<file path="src/rtl/htc_map.vh">
`ifndef HTC_MAP_VH
`define HTC_MAP_VH
// calibration memory layout: row index and field position
`define HTC_ROW_TL 0
`define HTC_TL_LSB 0
`define HTC_TL_W 9
`define HTC_ROW_TR 0
`define HTC_TR_LSB 9
`define HTC_TR_W 3
`define HTC_ROW_TQ 1
`define HTC_TQ_LSB 0
`define HTC_TQ_W 8
`define HTC_ROW_GAIN 2
`define HTC_ROW_OFS 3
`define HTC_ROW_CL 4
`define HTC_ROW_CH 5
`define HTC_FIELD_LSB 0
`define HTC_GAIN_W 15
`define HTC_CLAMP_W 12
// arithmetic constants
`define HTC_TL_BIAS 10'sd160
`define HTC_TQ_BIAS 9'sd128
`define HTC_T0_STEP_SH 4
`define HTC_T0_BIAS 8'sd32
`define HTC_S_FRAC 23
`define HTC_S_ONE 30'sd8388608
`define HTC_TC1_ALIGN 7
`define HTC_GAIN_BIAS 16'sd16384
`define HTC_GAIN_FRAC 12
`define HTC_OUT_MAX 12'hfff
`define HTC_OUT_MIN 12'h000
`endif

</file>
<file path="src/rtl/htc_buf2.v">
`timescale 1ns/10ps
`default_nettype none
module htc_buf2 #(
	parameter W = 12
) (
	input wire clk_in,
	input wire rst_n_in,
	input wire in_valid_in,
	input wire [W-1:0] in_data_in,
	output reg in_ready_out,
	output reg out_valid_out,
	output reg [W-1:0] out_data_out,
	input wire out_ready_in
);
	reg [1:0] cnt;
	reg [1:0] next_cnt;
	reg [W-1:0] tail;
	wire push = in_valid_in & in_ready_out;
	wire pop = out_valid_out & out_ready_in;

	always @* begin
		next_cnt = cnt;
		if (push && !pop)
			next_cnt = cnt + 2'd1;
		else if (pop && !push)
			next_cnt = cnt - 2'd1;
	end

	always @(posedge clk_in) begin
		if (!rst_n_in) begin
			cnt <= 2'd0;
			tail <= {W{1'b0}};
			out_data_out <= {W{1'b0}};
			in_ready_out <= 1'b0;
			out_valid_out <= 1'b0;
		end else begin
			cnt <= next_cnt;
			in_ready_out <= (next_cnt != 2'd2);
			out_valid_out <= (next_cnt != 2'd0);
			if (cnt == 2'd2 && pop)
				out_data_out <= tail;
			else if (push && (cnt == 2'd0 || pop))
				out_data_out <= in_data_in;
			else if (push)
				tail <= in_data_in;
		end
	end
endmodule
`default_nettype wire

</file>
<file path="src/rtl/htc_core.v">
`timescale 1ns/10ps
`default_nettype none
`include "htc_map.vh"
module htc_core #(
	parameter ROWS = 6,
	parameter ROW_W = 16,
	parameter HALL_W = 16,
	parameter TEMP_W = 8
) (
	input wire clk_in,
	input wire rst_n_in,
	input wire mem_load_in,
	input wire [ROWS*(ROW_W+1)-1:0] mem_rows_in,
	input wire [ROW_W-1:0] mem_col_par_in,
	input wire temp_valid_in,
	input wire [TEMP_W-1:0] temp_in,
	input wire hall_valid_in,
	input wire [HALL_W-1:0] hall_in,
	input wire field_over_range_in,
	input wire overvoltage_in,
	input wire undervoltage_in,
	input wire out_ready_in,
	output wire hall_ready_out,
	output wire out_valid_out,
	output wire [`HTC_CLAMP_W-1:0] out_code_out,
	output reg params_valid_out,
	output reg mem_corrected_out,
	output reg mem_fault_out,
	output reg supply_fault_out
);
	// ****************************************
	// calibration memory check and repair
	// ****************************************
	reg [ROWS-1:0] row_bad;
	reg [ROW_W-1:0] col_sum;
	reg [ROW_W-1:0] col_bad;
	reg [ROWS*ROW_W-1:0] fixed;
	reg single_fix;
	reg uncorrectable;
	integer r;
	integer c;
	integer n_rows;
	integer n_cols;

	always @* begin
		col_sum = mem_col_par_in;
		n_rows = 0;
		n_cols = 0;
		for (r = 0; r < ROWS; r = r + 1) begin
			// odd row parity: even count means a bad row
			row_bad[r] = ~^mem_rows_in[r*(ROW_W+1) +: ROW_W+1];
			col_sum = col_sum ^ mem_rows_in[r*(ROW_W+1) +: ROW_W];
			if (row_bad[r])
				n_rows = n_rows + 1;
		end
		for (c = 0; c < ROW_W; c = c + 1) begin
			// even columns want even sum, odd columns odd sum
			col_bad[c] = (c % 2 == 0) ? col_sum[c] : ~col_sum[c];
			if (col_bad[c])
				n_cols = n_cols + 1;
		end
		single_fix = (n_rows == 1) && (n_cols == 1);
		uncorrectable = (n_rows > 1) || (n_cols > 1);
		for (r = 0; r < ROWS; r = r + 1) begin
			fixed[r*ROW_W +: ROW_W] = mem_rows_in[r*(ROW_W+1) +: ROW_W]
				^ ((single_fix && row_bad[r]) ? col_bad : {ROW_W{1'b0}});
		end
	end

	// ****************************************
	// working copies of the stored codes
	// ****************************************
	reg [`HTC_TL_W-1:0] linear_temp_coeff;
	reg [`HTC_TQ_W-1:0] quadratic_temp_coeff;
	reg [`HTC_TR_W-1:0] reference_temp_sel;
	reg [`HTC_GAIN_W-1:0] gain_code;
	reg [`HTC_GAIN_W-1:0] offset_code;
	reg [`HTC_CLAMP_W-1:0] clamp_low_code;
	reg [`HTC_CLAMP_W-1:0] clamp_high_code;
	reg signed [TEMP_W-1:0] temp;

	always @(posedge clk_in) begin
		if (!rst_n_in) begin
			linear_temp_coeff <= {`HTC_TL_W{1'b0}};
			quadratic_temp_coeff <= {`HTC_TQ_W{1'b0}};
			reference_temp_sel <= {`HTC_TR_W{1'b0}};
			gain_code <= {`HTC_GAIN_W{1'b0}};
			offset_code <= {`HTC_GAIN_W{1'b0}};
			clamp_low_code <= {`HTC_CLAMP_W{1'b0}};
			clamp_high_code <= {`HTC_CLAMP_W{1'b0}};
			params_valid_out <= 1'b0;
			mem_corrected_out <= 1'b0;
			mem_fault_out <= 1'b0;
			supply_fault_out <= 1'b0;
			temp <= {TEMP_W{1'b0}};
		end else begin
			supply_fault_out <= overvoltage_in | undervoltage_in;
			if (temp_valid_in)
				temp <= temp_in;
			if (mem_load_in) begin
				linear_temp_coeff <= fixed[`HTC_ROW_TL*ROW_W+`HTC_TL_LSB +: `HTC_TL_W];
				reference_temp_sel <= fixed[`HTC_ROW_TR*ROW_W+`HTC_TR_LSB +: `HTC_TR_W];
				quadratic_temp_coeff <= fixed[`HTC_ROW_TQ*ROW_W+`HTC_TQ_LSB +: `HTC_TQ_W];
				gain_code <= fixed[`HTC_ROW_GAIN*ROW_W+`HTC_FIELD_LSB +: `HTC_GAIN_W];
				offset_code <= fixed[`HTC_ROW_OFS*ROW_W+`HTC_FIELD_LSB +: `HTC_GAIN_W];
				clamp_low_code <= fixed[`HTC_ROW_CL*ROW_W+`HTC_FIELD_LSB +: `HTC_CLAMP_W];
				clamp_high_code <= fixed[`HTC_ROW_CH*ROW_W+`HTC_FIELD_LSB +: `HTC_CLAMP_W];
				params_valid_out <= 1'b1; // stored codes used as the base
				mem_corrected_out <= single_fix;
			end
			if (mem_load_in && uncorrectable)
				mem_fault_out <= 1'b1; // sticky until reset
		end
	end

	// ****************************************
	// temperature compensation datapath
	// ****************************************
	// no state in here: same inputs give same code
	wire signed [9:0] tc1;
	wire signed [8:0] tc2;
	wire [7:0] ref_scaled;
	wire signed [7:0] t0;
	wire signed [9:0] temp_x;
	wire signed [9:0] t0_x;
	wire signed [9:0] dev;
	wire signed [19:0] dev_sq;
	wire signed [29:0] term1;
	wire signed [29:0] term2;
	wire signed [29:0] temp_sensitivity_factor;
	wire signed [HALL_W+29:0] hall_comp_full;
	wire signed [HALL_W+29:0] hall_comp;
	wire signed [15:0] gain;
	wire signed [15:0] offs;
	wire signed [HALL_W+45:0] gained_full;
	wire signed [HALL_W+45:0] gained;
	wire signed [HALL_W+45:0] offs_x;
	wire signed [HALL_W+45:0] result;
	wire signed [HALL_W+45:0] lim_lo;
	wire signed [HALL_W+45:0] lim_hi;

	assign tc1 = $signed({1'b0, linear_temp_coeff}) - `HTC_TL_BIAS;
	assign tc2 = $signed({1'b0, quadratic_temp_coeff}) - `HTC_TQ_BIAS;
	assign ref_scaled = {5'h00, reference_temp_sel} << `HTC_T0_STEP_SH;
	assign t0 = $signed(ref_scaled) - `HTC_T0_BIAS;
	// sign extension spelled out
	assign temp_x = {{(10-TEMP_W){temp[TEMP_W-1]}}, temp};
	assign t0_x = {{2{t0[7]}}, t0};
	assign dev = temp_x - t0_x;
	assign dev_sq = dev * dev;
	assign term1 = tc1 * dev;
	assign term2 = tc2 * dev_sq;
	// factor scaled by 2^23; c1 term realigned from 2^16
	assign temp_sensitivity_factor = `HTC_S_ONE
		+ (term1 <<< `HTC_TC1_ALIGN) + term2;
	assign hall_comp_full = $signed(hall_in) * temp_sensitivity_factor;
	assign hall_comp = hall_comp_full >>> `HTC_S_FRAC;
	assign gain = $signed({1'b0, gain_code}) - `HTC_GAIN_BIAS;
	assign offs = $signed({1'b0, offset_code}) - `HTC_GAIN_BIAS;
	assign gained_full = hall_comp * gain;
	assign gained = gained_full >>> `HTC_GAIN_FRAC;
	assign offs_x = {{(HALL_W+30){offs[15]}}, offs};
	assign result = gained + offs_x;
	assign lim_lo = {{(HALL_W+34){1'b0}}, clamp_low_code};
	assign lim_hi = {{(HALL_W+34){1'b0}}, clamp_high_code};

	// ****************************************
	// output code selection, faults first
	// ****************************************
	reg [`HTC_CLAMP_W-1:0] next_code;

	always @* begin
		if (mem_fault_out || overvoltage_in)
			next_code = `HTC_OUT_MAX; // rail on fault
		else if (undervoltage_in)
			next_code = `HTC_OUT_MIN;
		else if (field_over_range_in)
			next_code = hall_in[HALL_W-1] ? clamp_low_code : clamp_high_code;
		else if (result < lim_lo)
			next_code = clamp_low_code;
		else if (result > lim_hi)
			next_code = clamp_high_code;
		else
			next_code = result[`HTC_CLAMP_W-1:0];
	end

	// ****************************************
	// output buffer towards the DAC
	// ****************************************
	// samples are ignored until the codes are loaded
	wire sample_valid;
	assign sample_valid = hall_valid_in & params_valid_out;

	htc_buf2 #(
		.W(`HTC_CLAMP_W)
	) u_buf (
		.clk_in(clk_in),
		.rst_n_in(rst_n_in),
		.in_valid_in(sample_valid),
		.in_data_in(next_code),
		.in_ready_out(hall_ready_out),
		.out_valid_out(out_valid_out),
		.out_data_out(out_code_out),
		.out_ready_in(out_ready_in)
	);
endmodule
`default_nettype wire

</file>
<file path="config.mk">
export PLATFORM = sky130hd
export DESIGN_NAME = htc_core
export DESIGN_NICKNAME = d
export VERILOG_FILES = /design/src/rtl/htc_buf2.v /design/src/rtl/htc_core.v
export VERILOG_INCLUDE_DIRS = /design/src /design/src/rtl
export SDC_FILE = /design/constraint.sdc
export NUM_CORES = 2
export LEC_CHECK = 0
export ABC_AREA = 1
export BUFFER_PORTS_ARGS = -buffer_cell sky130_fd_sc_hd__buf_4
export CAP_MARGIN = 0
export CORE_MARGIN = 2
export CORE_UTILIZATION = 60
export DETAILED_ROUTE_END_ITERATION = 7
export MAX_ROUTING_LAYER = met4
export PLACE_DENSITY = 0.77
export REMOVE_ABC_BUFFERS = 1
export SETUP_SLACK_MARGIN = 0.2
export SLEW_MARGIN = 40
export SYNTH_ARGS = -nofsm -noshare
export SYNTH_HDL_FRONTEND = slang
export SYNTH_SLANG_ARGS = --single-unit
</file>
<file path="constraint.sdc">
create_clock -name clk_in -period 64.6 [get_ports clk_in]
set_input_delay 12.92 -clock clk_in [delete_from_list [all_inputs] [get_ports clk_in]]
set_output_delay 12.92 -clock clk_in [all_outputs]
set_load 0.02 [all_outputs]
</file>
**Yosys cells after proc, flatten, opt, wreduce, memory -nomap -nowiden**

Cells that the tools add are included.

- Register bits after elaboration: 114
- Output and inout bits: 18
- Logic and storage cells: 151

- $add $sub $neg: 31
- Multipliers: 5
- Magnitude comparators: 4
- Equality and inequality tests: 4
- Muxes and demuxes: 38
- Bitwise gates (word level): 25
- Reductions and logical operators: 27

Operator list:

| cell | number |
|---|---|
| adder 32 x 2 -> 32 bit, second input constant | 20 |
| two-way mux 32 bit | 20 |
| two-way mux 12 bit | 11 |
| XNOR reduction 17 bit | 6 |
| bitwise XOR 16 bit | 6 |
| equality test 32 x 2 -> 1 bit, second input constant | 2 |
| greater-than comparator 32 x 2 -> 1 bit, second input constant | 2 |
| multiplier 16 x 28 -> 44 bit | 1 |
| multiplier 21 x 16 -> 37 bit | 1 |
| bitwise XOR 12 bit | 3 |
| subtractor 15 x 15 -> 16 bit, second input constant | 2 |
| two-way mux 15 bit | 2 |
| bitwise XOR 15 bit | 2 |
| adder 27 x 27 -> 28 bit | 1 |
| adder 25 x 26 -> 27 bit, first input constant | 1 |
| multiplier 9 x 18 -> 27 bit | 1 |
| adder 25 x 16 -> 26 bit | 1 |
| greater-than comparator 26 x 13 -> 1 bit | 1 |
| less-than comparator 26 x 13 -> 1 bit | 1 |
| multiplier 10 x 9 -> 19 bit | 1 |
| multiplier 9 x 9 -> 18 bit | 1 |
| logical AND 1 bit | 12 |
| subtractor 9 x 8 -> 10 bit, second input constant | 1 |
| NOT 1 bit | 9 |
| other kinds (18) | 26 |

**Logic depth before layout (Yosys ltp)**

- Word-level depth: 42
- Gate-level depth with buffers: 133
- Mapped depth without buffers: 131

**Hierarchy**

Synthesis repeated with hierarchy kept, for this count alone.

- Cells, all modules: 6,687
- Area total of the unflattened synthesis: 50,942.6 um2

By module, submodules not included:

| module | times used | cells each | area each (um2) | sequential area each (um2) |
|---|---|---|---|---|
| htc_core | 1 | 6,507 | 49,692.7 | 1,721.7 |
| htc_buf2 | 1 | 180 | 1,249.9 | 560.5 |

**Worst setup path before layout**

Ideal clock, no wire load.

- Path type: input -> register
- From: in hall_in[8]
- To: reg u_buf.out_data_out[3]
- Setup time: 0.070 ns
- Data arrival time: 27.014 ns
- Required time: 64.530 ns
- Setup slack: 37.516 ns
- Stages: 71
- Buffers on the path: 3
- Path through: clkbuf_1 > clkbuf_1 > nand2_1 > fa_1 > inv_1 > fa_1 > inv_1 > fa_1 > inv_1 > fa_1 > inv_1 > fa_1 > inv_1 > fa_1 > ha_1 > nand2_1 > o21ai_0 > a21oi_1 > (+35 left out) > o21ai_1 > a21oi_1 > o21ai_1 > nand2_1 > nand2_1 > inv_1 > nor2_1 > nand3_1 > nor2_1 > inv_1 > o21ai_1 > clkbuf_1 > a21oi_1 > o21ai_1 > nand2_1 > nand2_1 > nand2_1 > a21oi_1

- Cells in the longest elaborated chain, start to end: 11

RTL lines:

| item | line | text |
|---|---|---|
| start: declaration | htc_core.v:18 | `input wire [HALL_W-1:0] hall_in,` |
| multiplier 16 x 28 -> 44 bit (*) | htc_core.v:156 | `assign hall_comp_full = $signed(hall_in) * temp_sensitivity_factor;` |
| multiplier 21 x 16 -> 37 bit (*) | htc_core.v:160 | `assign gained_full = hall_comp * gain;` |
| adder 25 x 16 -> 26 bit (*) | htc_core.v:163 | `assign result = gained + offs_x;` |
| greater-than comparator 26 x 13 -> 1 bit | htc_core.v:181 | `else if (result > lim_hi)` |
| two-way mux 12 bit | htc_core.v:181 |  |
| two-way mux 12 bit (*) | htc_core.v:179 | `else if (result < lim_lo)` |
| two-way mux 12 bit (*) | htc_core.v:177 | `else if (field_over_range_in)` |
| two-way mux 12 bit (*) | htc_core.v:175 | `else if (undervoltage_in)` |
| two-way mux 12 bit (*) | htc_core.v:173 | `if (mem_fault_out \|\| overvoltage_in)` |
| two-way mux 12 bit (*) | htc_buf2.v:42 | `else if (push && (cnt == 2'd0 \|\| pop))` |
| two-way mux 12 bit (*) | htc_buf2.v:40 | `if (cnt == 2'd2 && pop)` |
| end signal: assignment | htc_buf2.v:33 | `out_data_out <= {W{1'b0}};` |
| end signal: assignment | htc_buf2.v:41 | `out_data_out <= tail;` |
| end signal: assignment | htc_buf2.v:43 | `out_data_out <= in_data_in;` |
| end: declaration | htc_buf2.v:12 | `output reg [W-1:0] out_data_out,` |

Every way passes the cells marked *; elsewhere a longest branch is shown, timed or not. The select of a mux whose other input is x is not followed.
A chain may end at the register's enable or synchronous reset.

**Final worst setup path**

- From: in hall_in[10]
- To: reg u_buf.tail[5]

- Cells in the longest elaborated chain, start to end: 9

RTL lines:

| item | line | text |
|---|---|---|
| multiplier 16 x 28 -> 44 bit (*) | htc_core.v:156 |  |
| multiplier 21 x 16 -> 37 bit (*) | htc_core.v:160 |  |
| adder 25 x 16 -> 26 bit (*) | htc_core.v:163 |  |
| greater-than comparator 26 x 13 -> 1 bit | htc_core.v:181 |  |
| two-way mux 12 bit | htc_core.v:181 |  |
| two-way mux 12 bit (*) | htc_core.v:179 |  |
| two-way mux 12 bit (*) | htc_core.v:177 |  |
| two-way mux 12 bit (*) | htc_core.v:175 |  |
| two-way mux 12 bit (*) | htc_core.v:173 |  |
| end signal: assignment | htc_buf2.v:32 | `tail <= {W{1'b0}};` |
| end signal: assignment | htc_buf2.v:45 | `tail <= in_data_in;` |
| end: declaration | htc_buf2.v:17 | `reg [W-1:0] tail;` |

Every way passes the cells marked *; elsewhere a longest branch is shown, timed or not.

==> key figures <==
Floorplanning
  • Site Rows: 107
  • Die ar.: 87960 um^2
  • Boundary pin count: 169
  • Starting density of the core: 0.6042
  • Die W: 296.6 um
  • Core footprint: 85010 um^2
  • Die Y: 296.6 um

Placed design
  • # port buffers: 168
  • Final Wtd Congestion: 0.9544
  • DP Wirelength: 113.7 mm
  • Setup WS pre-CTS: 35.21 ns

Final layout
  • Most frequent cells in the layout: inv_1, nand2_1, fa_1, nor2_1, ha_1
  • Final net count: 8341
  • Antenna diodes: 0
  • Layout area overhead: 5.064%
  • Layout fillers: 7509
  • Most common cell after layout, fill and taps aside: inv_1
  • Share of cells above drive strength 1: 0.05820
  • Finished Core Util: 0.6348

Critical path
  • Worst Setup Start Kind: input pin
  • Worst-path fanout max: 24
  • Required @ worst endpoint: 64.92 ns
  • Slowest CP cell: clkinv_1
  • Crit path top cell by count: fa_1
  • CP Depth: 69
  • Reg2reg setup slack: 36.15 ns
  • Peak per-stage delay on the critical path: 0.71 ns
  • RR Startpoint: reference_temp_sel[1]
  • Top delay family on crit path: adder cells
  • Critical path endpoint: u_buf.tail[5]
  • CP Buf/Inv Count: 12
  • Crit end category: register
  • Critical path class: in -> reg
  • Crit. Startpoint: hall_in[10]
  • Reg-to-reg critical path endpoint: u_buf.tail[5]
  • Worst reg-to-reg path cell count: 117
  • Crit path DAT: 29.67 ns

Routing
  • Vias per cell: 5.453
  • Antenna viol nets, final: 0
  • Initial DRT Pass Iterations: 6
  • Final WL: 136.3 mm
  • DR WL/cell: 17.26 um
  • Vias: 43060
  • DR DRC count: 0
  • Initial drt markers: 3128

STA
  • Final worst slack: 35.25 ns
  • Fin. Hold Viols: 0
  • # setup viols final: 0
  • FMAX: 34.07 MHz
  • Min Tclk post-route: 29.35 ns
  • Max Clock Skew: 0.01469 ns
  • Worst hold slack: 0.4622 ns
  • Slew headroom: 0.4077
  • Worst-Margin Slew: 0.8821 ns
  • RSZ-0062 raised after global routing: false
  • Final Max Slew Viols: 0
  • Final worst-path cycle share: 0.4543
  • Setup TNS: 0 ns

Clock tree
  • Clock sink total: 114
  • CTS resizes: 0
  • CTS tree: built
  • Worst-case clock buffer depth: 2
  • Inserted Clock Buffers: 17
  • Worst skew pair latency: 0.43 ns
  • Clock transition at the registers of the reported paths: 0.06 ns
  • # Post-CTS Setup Buffers: 0
  • Clk root buf: clkbuf_16
  • H-tree Lvls: 4
  • # hold bufs at CTS: 0

Global routing
  • First-pass GRT wire length: 226.8 mm
  • Number of global-route vias before repair: 45000
  • Largest net degree at the start of global routing: 101
  • Grt total ovfl: 0
  • Tot GR Track Use: 0.3373
  • Initial antenna violation count: 0

Logic synthesis
  • Syn Inst Count: 6737
  • Synth warn: 0
  • Seq cells post-synth: 114
  • Avg Synthesized Cell Area: 7.624 um^2
  • Synthesized area: 51360 um^2
  • Seq/Total Area, Yosys: 0.04443
  • Async set-reset flop share out of synthesis: 0
  • Number of flops mapped to enable cells by yosys: 0
  • Ys flop type: dfxtp_1
  • Distinct cells, synth: 57

Flow run
  • Maxcap violations: 0

Worst hold path
  • Hold WC Path Type: reg -> reg

Outcome
  • Status: completed
registers in the layout, indices dropped and copies added (netlist names):
name                  flops
clamp_high_code          12
gain_code                15
params_valid_out          1
u_buf.out_valid_out       1
mem_corrected_out         1
clamp_low_code           12
offset_code              15
linear_temp_coeff         9
mem_fault_out             1
u_buf.tail               12
u_buf.cnt                 2
reference_temp_sel        3
quadratic_temp_coeff      8
supply_fault_out          1
u_buf.in_ready_out        1
temp                      8
u_buf.out_data_out       12
cell families after synthesis:
family | Yosys count | share of synthesized area
buf+inv | 1990 | 0.1488
flops | 114 | 0.04443
simple gates | 2361 | 0.1952
xor+xnor | 320 | 0.05456
mux | 1 | 0.0001949
fa+ha+maj | 1448 | 0.5038
compound gates | 503 | 0.05296
layer usage:
metal  GRT usage  routed length [um]  up-vias
li1            -                   -    19830
met1      0.4145               52460    20900
met2      0.5554               65340     1901
met3     0.05342               11750      435
met4      0.1422                6757        0
met5           -                   0        -
per-stage QoR:
step	cells	instance area, um^2
floorplan	6526	50400
global placement	7867	53330
detailed placement	7867	53390
CTS	7897	53940
global route	7897	53970
finish	7897	53970
synthesized netlist by cell type, types with 10 or more instances:
cell type	n	area, um^2
a21oi_1	303	1516
a22oi_1	13	97.59
buf_1	18	67.56
buf_2	18	90.09
clkbuf_1	155	581.8
clkinv_1	31	116.4
dfxtp_1	114	2282
fa_1	1034	20700
ha_1	414	5180
inv_1	1738	6524
inv_2	10	37.54
nand2_1	1235	4636
nand2_2	39	244.0
nand3_1	171	855.8
nand3_2	26	260.3
nand4_1	150	938.4
nor2_1	638	2395
nor3_1	13	65.06
o21ai_0	93	465.5
o21ai_1	32	160.2
o21bai_1	12	90.09
or2_2	51	319.1
xnor2_1	168	1471
xor2_1	152	1331
area by class of cell:
cell class,count,area [um^2],area share
sequential,114,2283,0.04231
inverter,1779,6679,0.1238
clock buffer,21,470.5,0.008718
clock inverter,9,83.83,0.001553
tap,1144,1431,0.02652
multi-input combinational,4633,41530,0.7697
timing repair buffer,197,1483,0.02747
worst min path at each step:
| stage | startpoint | end | slack (ns) | depth (start not counted) |
|---|---|---|---|---|
| 6_report | temp[4] | temp[4] | 0.46 | 2 |
| 5_1_grt | temp[4] | temp[4] | 0.48 | 2 |
| 4_1_cts | temp[4] | temp[4] | 0.47 | 2 |
| 3_5_place_dp | temp[4] | temp[4] | 0.46 | 2 |
| 3_3_place_gp | temp[4] | temp[4] | 0.46 | 2 |
| 2_1_floorplan | temp[4] | temp[4] | 0.44 | 2 |
worst reg2reg max path, delay by kind of cell, from the launching register on:
family | cells | cell delay (ns)
XOR/XNOR | 3 | 1.17
flip-flops | 1 | 0.34
adder cells (fa/ha/maj) | 29 | 13.12
buffers and inverters | 24 | 3.09
AO/OA/AOI/OAI | 31 | 5.67
AND/OR/NAND/NOR | 30 | 4.97
Power is left out: the tool's default activity adds up to more than one toggle a clock period on the data nets, which glitch-free logic cannot reach.
